<file path="src/hw/fws_pkg.sv">
// Package for the flash write-status polling controller.
// Assumes a byte-wide asynchronous flash bus driven from a single 200 MHz clock.
package fws_pkg;
  // ********************************************************************
  // Data bit positions on the low data byte
  // ********************************************************************
  localparam int POLLING_STATUS_POS  = 7;
  localparam int FIRST_TOGGLE_POS    = 6;
  localparam int TIMING_LIMIT_POS    = 5;
  localparam int ERASE_WINDOW_POS    = 3;
  localparam int SECOND_TOGGLE_POS   = 2;

  // ********************************************************************
  // Commands and bus timing
  // ********************************************************************
  localparam logic [7:0] RESET_CMD_DATA = 8'hF0;
  localparam logic [7:0] SECTOR_ERASE_DATA = 8'h30;
  localparam int CLK_PERIOD_PS   = 5000;
  localparam int BUS_ACCESS_NS   = 70;
  localparam int BUS_ACCESS_CYC  = (BUS_ACCESS_NS * 1000 + CLK_PERIOD_PS - 1) / CLK_PERIOD_PS;
  localparam int WINDOW_GAP_US   = 50;
  localparam int WINDOW_GAP_CYC  = (WINDOW_GAP_US * 1000000) / CLK_PERIOD_PS;
  localparam int ACC_W           = 8;

  typedef enum logic [1:0] {
    FWS_RES_NONE,
    FWS_RES_DONE,
    FWS_RES_FAIL,
    FWS_RES_ABANDON
  } fws_result_type;
endpackage

</file>
<file path="src/hw/fws_bus_cycle.sv">
// One read or write cycle on the flash bus, held for a fixed access count.
// Assumes read data is stable by the end of the access count.
`timescale 1ns/1ps
`default_nettype none
module fws_bus_cycle
  import fws_pkg::*;
(
  input  wire logic        clk,
  input  wire logic        sys_rst,
  input  wire logic        start,
  input  wire logic        write,
  input  wire logic [7:0]  wdata,
  output logic             busy,
  output logic             done,
  output logic [7:0]       rdata,
  output logic             ce_n,
  output logic             oe_n,
  output logic             we_n,
  output logic [7:0]       dq_out,
  output logic             dq_oe,
  input  wire logic [7:0]  dq_in
);
  logic [ACC_W-1:0] count;
  logic             is_write;

  always_ff @(posedge clk or posedge sys_rst) begin
    if (sys_rst) begin
      count <= '0;
      busy <= 1'b0;
      done <= 1'b0;
      is_write <= 1'b0;
      rdata <= 8'h00;
      dq_out <= 8'h00;
    end else begin
      done <= 1'b0;
      if (!busy && start) begin
        busy <= 1'b1;
        is_write <= write;
        dq_out <= wdata;
        count <= ACC_W'(BUS_ACCESS_CYC);
      end else if (busy) begin
        if (count == ACC_W'(1)) begin
          busy <= 1'b0;
          done <= 1'b1;
          rdata <= dq_in;
        end
        count <= count - ACC_W'(1);
      end
    end
  end

  // Chip enable drops for the whole access, output enable for a whole read, write enable for all but a write's last cycle, so every status read is a fresh cycle
  assign ce_n  = !busy;
  assign oe_n  = !(busy && !is_write);
  assign we_n  = !(busy && is_write && count > ACC_W'(1));
  assign dq_oe = busy && is_write;
endmodule
`default_nettype wire

</file>
<file path="src/hw/fws_poll_ctrl.sv">
// Host controller that polls a flash for program/erase completion.
// Assumes the flash address lines are owned by this block while polling.
// Functional notes
// (RQ1) Start each check with two consecutive status reads, comparing toggle bits.
// (RQ2) Toggle steady means operation done; next read gives array data.
// (RQ3) Toggling with timing-limit flag high: repeat the toggle check once.
// (RQ4) Still toggling after recheck with flag high: fail, write reset command.
// (RQ5) After leaving polling mid-operation, restart from the first two reads.
// (RQ6) Device raises timing-limit flag when pulse count limit exceeded.
// (RQ7) Programming 0 to 1 halts operation and raises timing-limit flag.
// (RQ8) After any timing-limit failure, issue reset command.
// (RQ9) Erase-timer bit reads 0 in acceptance window, 1 after.
// (RQ10) Each added sector erase restarts the acceptance window.
// (RQ11) Erase-timer check may be skipped if sectors follow within 50 us.
// (RQ12) Erase-timer 1 means only erase suspend accepted.
// (RQ13) Check erase-timer before and after each added sector command.
// (RQ14) Status reads use the program address or an erasing sector address.
// (RQ15) Polling bit shows inverse of programmed data until done.
// (RQ16) First toggle bit toggles on every read while busy.
// (RQ17) Second toggle bit toggles in sectors selected for erasure.
// (RQ18) Ready/busy output low while programming or erasing.
// (RQ19) Erase suspend: suspended sector reads polling 1, steady toggle.
// (RQ20) Active erase: polling 0, toggling, erase-timer 1, busy low.
`timescale 1ns/1ps
`default_nettype none
module fws_poll_ctrl
  import fws_pkg::*;
(
  input  wire logic        clk,
  input  wire logic        sys_rst,
  input  wire logic        poll_start,
  input  wire logic        poll_abort,
  input  wire logic [17:0] status_addr,
  input  wire logic        add_sector,
  input  wire logic [17:0] sector_addr,
  output logic             poll_busy,
  output logic             poll_done,
  output fws_result_type   poll_result,
  output logic             sector_rejected,
  output logic             ready_seen,
  output logic [17:0]      flash_addr,
  output logic             flash_ce_n,
  output logic             flash_oe_n,
  output logic             flash_we_n,
  output logic [7:0]       low_data_byte_lines_out,
  output logic             low_data_byte_lines_oe,
  input  wire logic [7:0]  low_data_byte_lines_in,
  input  wire logic        ready_busy_output
);
  // ********************************************************************
  // State machine
  // ********************************************************************
  typedef enum logic [3:0] {
    FWS_IDLE, FWS_RD1, FWS_RD2, FWS_RD3, FWS_RD4,
    FWS_RST, FWS_PRE, FWS_ADD, FWS_POST, FWS_FIN
  } fws_state_type;

  fws_state_type state;
  logic          cyc_start;
  logic          cyc_write;
  logic [7:0]    cyc_wdata;
  logic          cyc_busy;
  logic          cyc_done;
  logic [7:0]    cyc_rdata;
  logic          first_toggle;
  logic          rdy_meta;
  logic          rdy_sync;
  logic          issued;

  always_ff @(posedge clk or posedge sys_rst) begin
    if (sys_rst) begin
      rdy_meta <= 1'b1;
      rdy_sync <= 1'b1;
    end else begin
      rdy_meta <= ready_busy_output;
      rdy_sync <= rdy_meta;
    end
  end
  // Ready/busy pin is open-drain; synchronised level only [RQ18]
  assign ready_seen = rdy_sync;

  wire cyc_go = issued && cyc_done;
  wire toggled = cyc_rdata[FIRST_TOGGLE_POS] != first_toggle;
  wire limit_hi = cyc_rdata[TIMING_LIMIT_POS];

  always_ff @(posedge clk or posedge sys_rst) begin
    if (sys_rst) begin
      state <= FWS_IDLE;
      first_toggle <= 1'b0;
      poll_done <= 1'b0;
      poll_result <= FWS_RES_NONE;
      sector_rejected <= 1'b0;
      flash_addr <= '0;
      issued <= 1'b0;
    end else begin
      poll_done <= 1'b0;
      if (cyc_start) issued <= 1'b1;
      else if (cyc_done) issued <= 1'b0;
      case (state)
        FWS_IDLE: begin
          if (poll_start) begin
            flash_addr <= status_addr; // [RQ14]
            state <= FWS_RD1; // Always from the first read [RQ5]
          end else if (add_sector) begin
            flash_addr <= sector_addr;
            sector_rejected <= 1'b0;
            state <= FWS_PRE; // [RQ13]
          end
        end
        FWS_RD1: if (cyc_go) begin
          first_toggle <= cyc_rdata[FIRST_TOGGLE_POS];
          state <= FWS_RD2; // [RQ1]
        end
        FWS_RD2: if (cyc_go) begin
          first_toggle <= cyc_rdata[FIRST_TOGGLE_POS];
          if (!toggled) begin
            poll_result <= FWS_RES_DONE; // [RQ2] [RQ16]
            state <= FWS_FIN;
          end else if (limit_hi) state <= FWS_RD3; // [RQ3] [RQ6] [RQ7]
          else if (poll_abort) begin
            poll_result <= FWS_RES_ABANDON; // [RQ5]
            state <= FWS_FIN;
          end else state <= FWS_RD1;
        end
        FWS_RD3: if (cyc_go) begin
          first_toggle <= cyc_rdata[FIRST_TOGGLE_POS];
          state <= FWS_RD4;
        end
        FWS_RD4: if (cyc_go) begin
          if (!toggled) begin
            poll_result <= FWS_RES_DONE; // [RQ3]
            state <= FWS_FIN;
          end else state <= FWS_RST; // [RQ4]
        end
        FWS_RST: if (cyc_go) begin
          poll_result <= FWS_RES_FAIL; // [RQ8]
          state <= FWS_FIN;
        end
        FWS_PRE: if (cyc_go) begin
          // Window already closed: command would be ignored [RQ12] [RQ9]
          if (cyc_rdata[ERASE_WINDOW_POS]) begin
            sector_rejected <= 1'b1;
            state <= FWS_FIN;
          end else state <= FWS_ADD; // [RQ10]
        end
        FWS_ADD: if (cyc_go) state <= FWS_POST;
        FWS_POST: if (cyc_go) begin
          sector_rejected <= cyc_rdata[ERASE_WINDOW_POS]; // [RQ13]
          state <= FWS_FIN;
        end
        FWS_FIN: begin
          poll_done <= 1'b1;
          state <= FWS_IDLE;
        end
        default: state <= FWS_IDLE;
      endcase
    end
  end

  // Single added sector; multi-sector windows rely on caller pacing [RQ11]
  always_comb begin
    cyc_start = 1'b0;
    cyc_write = 1'b0;
    cyc_wdata = 8'h00;
    if (!cyc_busy && !issued) begin
      case (state)
        FWS_RD1, FWS_RD2, FWS_RD3, FWS_RD4, FWS_PRE, FWS_POST: cyc_start = 1'b1;
        FWS_RST: begin
          cyc_start = 1'b1;
          cyc_write = 1'b1;
          cyc_wdata = RESET_CMD_DATA;
        end
        FWS_ADD: begin
          cyc_start = 1'b1;
          cyc_write = 1'b1;
          cyc_wdata = SECTOR_ERASE_DATA;
        end
        default: cyc_start = 1'b0;
      endcase
    end
  end

  assign poll_busy = state != FWS_IDLE;

  fws_bus_cycle u_cycle (
    .clk     (clk),
    .sys_rst (sys_rst),
    .start   (cyc_start),
    .write   (cyc_write),
    .wdata   (cyc_wdata),
    .busy    (cyc_busy),
    .done    (cyc_done),
    .rdata   (cyc_rdata),
    .ce_n    (flash_ce_n),
    .oe_n    (flash_oe_n),
    .we_n    (flash_we_n),
    .dq_out  (low_data_byte_lines_out),
    .dq_oe   (low_data_byte_lines_oe),
    .dq_in   (low_data_byte_lines_in)
  );

  // ********************************************************************
  // Checks
  // ********************************************************************
  chk_fail_writes_reset: assert property (@(posedge clk) disable iff (sys_rst)
    (state == FWS_RD4 && cyc_go && toggled) |=> state == FWS_RST) // [RQ4]
    else $error("fail did not lead to reset write");
  chk_steady_is_done: assert property (@(posedge clk) disable iff (sys_rst)
    (state == FWS_RD2 && cyc_go && !toggled) |=> ##1 (poll_done && poll_result == FWS_RES_DONE)) // [RQ2]
    else $error("steady toggle not reported done");
  chk_limit_rechecks: assert property (@(posedge clk) disable iff (sys_rst)
    (state == FWS_RD2 && cyc_go && toggled && limit_hi) |=> state == FWS_RD3) // [RQ3]
    else $error("timing limit did not trigger recheck");
  chk_start_first_read: assert property (@(posedge clk) disable iff (sys_rst)
    (state == FWS_IDLE && poll_start) |=> state == FWS_RD1) // [RQ1]
    else $error("poll did not start with first read");
  chk_reset_data_out: assert property (@(posedge clk) disable iff (sys_rst)
    (state == FWS_RST && !flash_we_n) |-> low_data_byte_lines_out == RESET_CMD_DATA) // [RQ8]
    else $error("reset command data wrong");
  chk_window_reject: assert property (@(posedge clk) disable iff (sys_rst)
    (state == FWS_PRE && cyc_go && cyc_rdata[ERASE_WINDOW_POS]) |=> sector_rejected) // [RQ12]
    else $error("closed window not flagged");
  chk_abandon_restart: assert property (@(posedge clk) disable iff (sys_rst)
    $rose(poll_done) && poll_result == FWS_RES_ABANDON |=> state == FWS_IDLE) // [RQ5]
    else $error("abandon did not return to idle");
  chk_drive_on_write: assert property (@(posedge clk) disable iff (sys_rst)
    !flash_we_n |-> (low_data_byte_lines_oe && flash_oe_n)) // [RQ13]
    else $error("write strobe without bus drive");
endmodule
`default_nettype wire

</file>
<file path="config.mk">
export PLATFORM = sky130hd
export DESIGN_NAME = fws_poll_ctrl
export DESIGN_NICKNAME = d
export VERILOG_FILES = /design/src/hw/fws_pkg.sv /design/src/hw/fws_bus_cycle.sv /design/src/hw/fws_poll_ctrl.sv
export SDC_FILE = /design/constraint.sdc
export NUM_CORES = 1
export LEC_CHECK = 0
export ABC_CLOCK_PERIOD_IN_PS = 2400
export BUFFER_PORTS_ARGS = -buffer_cell sky130_fd_sc_hd__buf_2
export CAP_MARGIN = 20
export CORE_MARGIN = 2
export CORE_UTILIZATION = 49
export DETAILED_ROUTE_END_ITERATION = 16
export PLACE_DENSITY = 0.86
export SYNTH_ARGS = -nofsm -noshare
export SYNTH_HDL_FRONTEND = slang
export SYNTH_SLANG_ARGS = --single-unit
</file>
<file path="constraint.sdc">
create_clock -name clk -period 2.4 [get_ports clk]
set_input_delay 0.24 -clock clk [delete_from_list [all_inputs] [get_ports clk]]
set_output_delay 0.24 -clock clk [all_outputs]
set_load 0.05 [all_outputs]
</file>
## Word-level counts from Yosys, hierarchy flattened

Cells that the tools add are included.

- Bits in registers: 56
- Word-level logic and storage cells: 121
- Input port bits: 50

- $lt $le $gt $ge: 1
- Reduce and logical (&&, ||, !) cells: 28
- Equality and inequality tests: 27
- Muxes and demuxes: 48
- $add $sub $neg: 1
- Bitwise operators: 1

Operator list:

| cell | count |
|---|---|
| $mux W4 | 14 |
| $mux W18 | 2 |
| $pmux W4 S8 | 1 |
| $mux W8 | 3 |
| $ne A2 B2 Y1 const B | 11 |
| $mux W1 | 18 |
| $eq A4 B3 Y1 const B | 4 |
| $pmux W8 S2 | 1 |
| $mux W2 | 7 |
| $ne A3 B3 Y1 const B | 3 |
| $eq A4 B2 Y1 const B | 2 |
| $eq A4 B4 Y1 const B | 2 |
| $eq A8 B1 Y1 const B | 1 |
| $gt A8 B1 Y1 const B | 1 |
| $reduce_and A8 Y1 | 1 |
| $reduce_or A8 Y1 | 1 |
| $sub A8 B1 Y8 const B | 1 |
| $reduce_and A7 Y1 | 1 |
| $logic_and A1 B1 Y1 | 6 |
| $pmux W2 S3 | 1 |
| $reduce_and A6 Y1 | 1 |
| $reduce_bool A2 Y1 | 3 |
| $reduce_bool A3 Y1 | 2 |
| $logic_not A1 Y1 | 5 |
| 11 further kinds | 14 |

## Logic depth before layout (Yosys ltp)

- Depth after elaboration: 7
- Gate-level depth with buffers: 7
- Gate-level depth less buffers: 6

## By module

A second synthesis with hierarchy kept.

- Cell total of the unflattened synthesis: 280
- Area, all modules: 2887.8 µm²

Modules (own cells, without submodules):

| module | area each (µm²) | times used | cells each | sequential area each (µm²) |
|---|---|---|---|---|
| fws_poll_ctrl | 1725.4 | 1 | 169 | 753.2 |
| fws_bus_cycle | 1162.4 | 1 | 111 | 675.6 |

## Worst setup path before layout

No wires, ideal clock.

- Kind: register to output
- From: register u_cycle.busy
- To: output flash_we_n
- Setup slack: 0.144 ns
- Arrival time: 2.016 ns
- Cell stages (with the launch flop): 5
- Data required time: 2.160 ns
- Cells stage by stage: dfrtp_1 buf_2 inv_1 nor2_1 nand2_1

- Word-level cells in the longest chain between the ends: 3

RTL lines:

| what | RTL line | RTL |
|---|---|---|
| start: declaration | fws_bus_cycle.sv:13 | `output logic busy,` |
| start signal: assignment | fws_bus_cycle.sv:29 | `busy <= 1'b0;` |
| start signal: assignment | fws_bus_cycle.sv:37 | `busy <= 1'b1;` |
| start signal: assignment | fws_bus_cycle.sv:43 | `busy <= 1'b0;` |
| $logic_and A1 B1 Y1 | -- |  |
| via low_data_byte_lines_oe | fws_poll_ctrl.sv:46 | `output logic low_data_byte_lines_oe,` |
| $logic_and A1 B1 Y1 | fws_bus_cycle.sv:55 | `assign we_n = !(busy && is_write && count > ACC_W'(1));` |
| $logic_not A1 Y1 | fws_bus_cycle.sv:55 |  |
| end: declaration | fws_poll_ctrl.sv:44 | `output logic flash_we_n,` |

The timed path passes the listed nets, and every way through them passes these cells.

## Final worst setup path

- From: register u_cycle.count[5]
- To: output flash_we_n

- Word-level cells in the longest chain between the ends: 3

RTL lines:

| what | RTL line | RTL |
|---|---|---|
| start: declaration | fws_bus_cycle.sv:23 | `logic [ACC_W-1:0] count;` |
| start signal: assignment | fws_bus_cycle.sv:40 | `count <= ACC_W'(BUS_ACCESS_CYC);` |
| start signal: assignment | fws_bus_cycle.sv:47 | `count <= count - ACC_W'(1);` |
| $gt A8 B1 Y1 | fws_bus_cycle.sv:55 |  |
| $logic_and A1 B1 Y1 | fws_bus_cycle.sv:55 |  |
| $logic_not A1 Y1 | fws_bus_cycle.sv:55 |  |

Every way passes these cells.

==> flow_metrics.tcl <==
set metrics [dict create \
    synth_area_mm2 0.00233 \
    die_y_um 73.0 \
    synth.largest_area_cell "dfrtp_1" \
    holdPathStages 1 \
    worstSetupStartpoint "u_cycle.count[5]" \
    number_of_buffers_on_the_longest_clock_path 2 \
    multi_input_area_mm2 0.00105 \
    setup_viol 0 \
    wire_length_of_the_first_global_routing_pass_mm 8.03 \
    yosysUniqueCellTypes 51 \
    worst_ep_required_time_ns 2.16 \
    power.total_mw 4.24 \
    fin_cells 361 \
    number_of_synthesized_flops_with_an_enable_pin 0 \
    h-tree-depth 2 \
    netlist_instances 236 \
    worstSetupStartpointType "register" \
    vias 1907 \
    slew-limit-headroom_pct 48.6 \
    path_max_fanout 4 \
    dpl.hpwl_mm 3.47 \
    clock-skew-final_ns 0.00784 \
    synth-warning-count 0 \
    post-place-ws_ns 0.435 \
    core_area_mm2 0.00466 \
    synth-async-reset-ratio_pct 100 \
    total_leakage_power_nw 1.36 \
    ys_top_cells_by_area "dfrtp_1, mux2i_1, a21oi_1" \
    grt_antenna_before_repair 0 \
    synth_top_cell_area_share_pct 46.1 \
    floorplan.io_pins 86 \
    post-route-worst-setup-slack_ns 0.270 \
    start_util_pct 50.0 \
    cap_violations 0 \
    first_global_vias 1847 \
    grt_use_total_pct 19.6 \
    rr_worst_depth 4 \
    endpoint_kind "output pin" \
    grt_start_max_net_pins 37 \
    final_tns_setup_ns 0 \
    global_route.overflow_total 0 \
    flow.area_growth_from_synthesis_pct 20.7 \
    n_fill_cell 367 \
    peakVddDrop_mv 0.997 \
    insertedDiodeCount 0 \
    rsz_0062_raised_after_global_routing "false" \
    routed_wire_length_per_instance_um 13.2 \
    area_of_the_die_mm2 0.00533 \
    hold_path_startpoint "ready_busy_output" \
    syn_avg_cell_area_um2 9.88 \
    post_dp_cell_area_mm2 0.00269 \
    status "finished clean" \
    timing.fmax_mhz 469 \
    cts_tree "yes" \
    drcViolationCount 0 \
    rr_startpoint "state[0]" \
    power.density_mw_per_mm2 1510 \
    final_layout_size_suffix_gt1_share_pct 30.9 \
    drt-total-wl_mm 4.75 \
    final_min_period_over_clock_period_pct 88.8 \
    cts-root-buf "clkbuf_8" \
    synth-seq-area-share_pct 48.4 \
    row_count 25 \
    cts.sink_count 45 \
    final_hold_viol_count 0 \
    clk_pin_slew_worst_paths_ns 0.08 \
    yosys_most_used_dff "dfrtp_1" \
    timing.hold.worst.class "input port to register" \
    dp.cells 352 \
    clk_latency_ns 0.30 \
    cp.arrival_ns 1.89 \
    drt_first_pass_iters 4 \
    finish.net_count 358 \
    setup.worst_path.class "register to output pin" \
    synth-seq-cells 45 \
    postRouteAntennaNets 0 \
    numCtsBuffers 5 \
    register_area_mm2 0.00113 \
    post_cts_resized 0 \
    io_buffer_count 76 \
    postLayoutCellArea_mm2 0.00282 \
    final_max_slew_viol_count 0 \
    hold_slack_ns 0.0301 \
    final_core_utilization_pct 60.4 \
    fp.dieW_um 73.0 \
    drt_initial_violations 53 \
    viasPerCell 5.28 \
    final_period_minus_worst_setup_slack_ns 2.13 \
    post_synth_top_cells "dfrtp_1, nor2_1, a21oi_1, mux2i_1, nand2_1" \
    weighted_congestion_at_the_end_of_routability_driven_global_placement 0.791 \
    most_common_cell_in_the_synthesized_netlist "dfrtp_1" \
    tightestPinTransition_ns 0.766 \
]
routing by layer:
layer	GRT usage, %	vias to the layer above	part of all wire (%)
li1	-	952	-
met1	24.5	870	43
met2	31.8	79	48
met3	5.25	6	6.8
met4	8.64	0	1.6
met5	0	-	0
area by class of cell:
type | count | share of cell area [%]
Clock buffer | 6 | 2.58
Sequential cell | 45 | 40.1
Inverter | 10 | 1.33
Timing Repair Buffer | 81 | 14.9
Tap cell | 54 | 2.40
Clock inverter | 2 | 1.38
Multi-Input combinational cell | 163 | 37.3
cells by family (layout without fill, tap and decap cells):
| kind of cell | Yosys count | count (layout) | synth area share, % |
|---|---|---|---|
| AND/OR/NAND/NOR | 75 | 75 | 17.1 |
| flip-flops | 45 | 45 | 48.4 |
| multiplexers | 24 | 24 | 10.6 |
| buffers and inverters | 31 | 99 | 7.08 |
| XOR/XNOR | 5 | 5 | 1.88 |
| AO/OA/AOI/OAI | 53 | 53 | 13.7 |
| adder cells (fa/ha/maj) | 2 | 2 | 1.07 |
| other | 1 | 4 | 0.161 |
what timing repair did:
action / CTS / global route
hold endpoints to repair: 20 / 0
hold buffers: 1 / 0
setup buffers: 0 / 0
report_power, final:
part / switching, mW / total [mW] / leakage [nW] / internal, mW
Combinational: 1.56 / 2.22 / 0.775 / 0.668
Clock: 0.263 / 0.575 / 0.0554 / 0.313
Sequential: 0.346 / 1.44 / 0.531 / 1.09
Total: 2.17 / 4.24 / 1.36 / 2.07
state kept, by name, summed over array words and instances (netlist names):
signal / count
sector_rejected: 1
state: 4
u_cycle.busy: 1
ready_seen: 1
u_cycle.dq_out: 1
flash_addr: 18
u_cycle.count: 8
u_cycle.done: 1
issued: 1
rdy_meta: 1
first_toggle: 1
u_cycle.is_write: 1
u_cycle.rdata: 3
poll_done: 1
poll_result: 2
final timing paths:
check | to | slack, ns
max reg2reg | poll_result[1] | 0.42
min in group asynchronous | u_cycle.rdata[6] | 0.52
min | rdy_meta | 0.03
min reg2reg | ready_seen | 0.36
max in group asynchronous | u_cycle.count[7] | 1.16
max | flash_we_n | 0.27
critical path, stage by stage, from the launching register on:
cell and delay [ns]:
dfrtp_1 0.40, or3_1 0.44, nor4_2 0.27, o21ai_0 0.15, nand2_1 0.08, buf_2 0.25
placed cells by master (no fill, tap or decap), drive strengths merged, types with 2 or more instances in the layout:
cell type	n
dfstp	2
dfrtp	43
or3	4
nand2	13
nor2	28
nor2b	2
conb	4
a211oi	2
nand3	5
clkinv	2
ha	2
buf	80
nor3	4
mux2	6
o21ai	14
a21oi	25
inv	9
nand2b	3
nor3b	2
mux2i	18
nor4b	2
clkbuf	6
nor4	4
nand3b	2
or4b	2
xnor2	4
(Power assumes the default switching activity.)
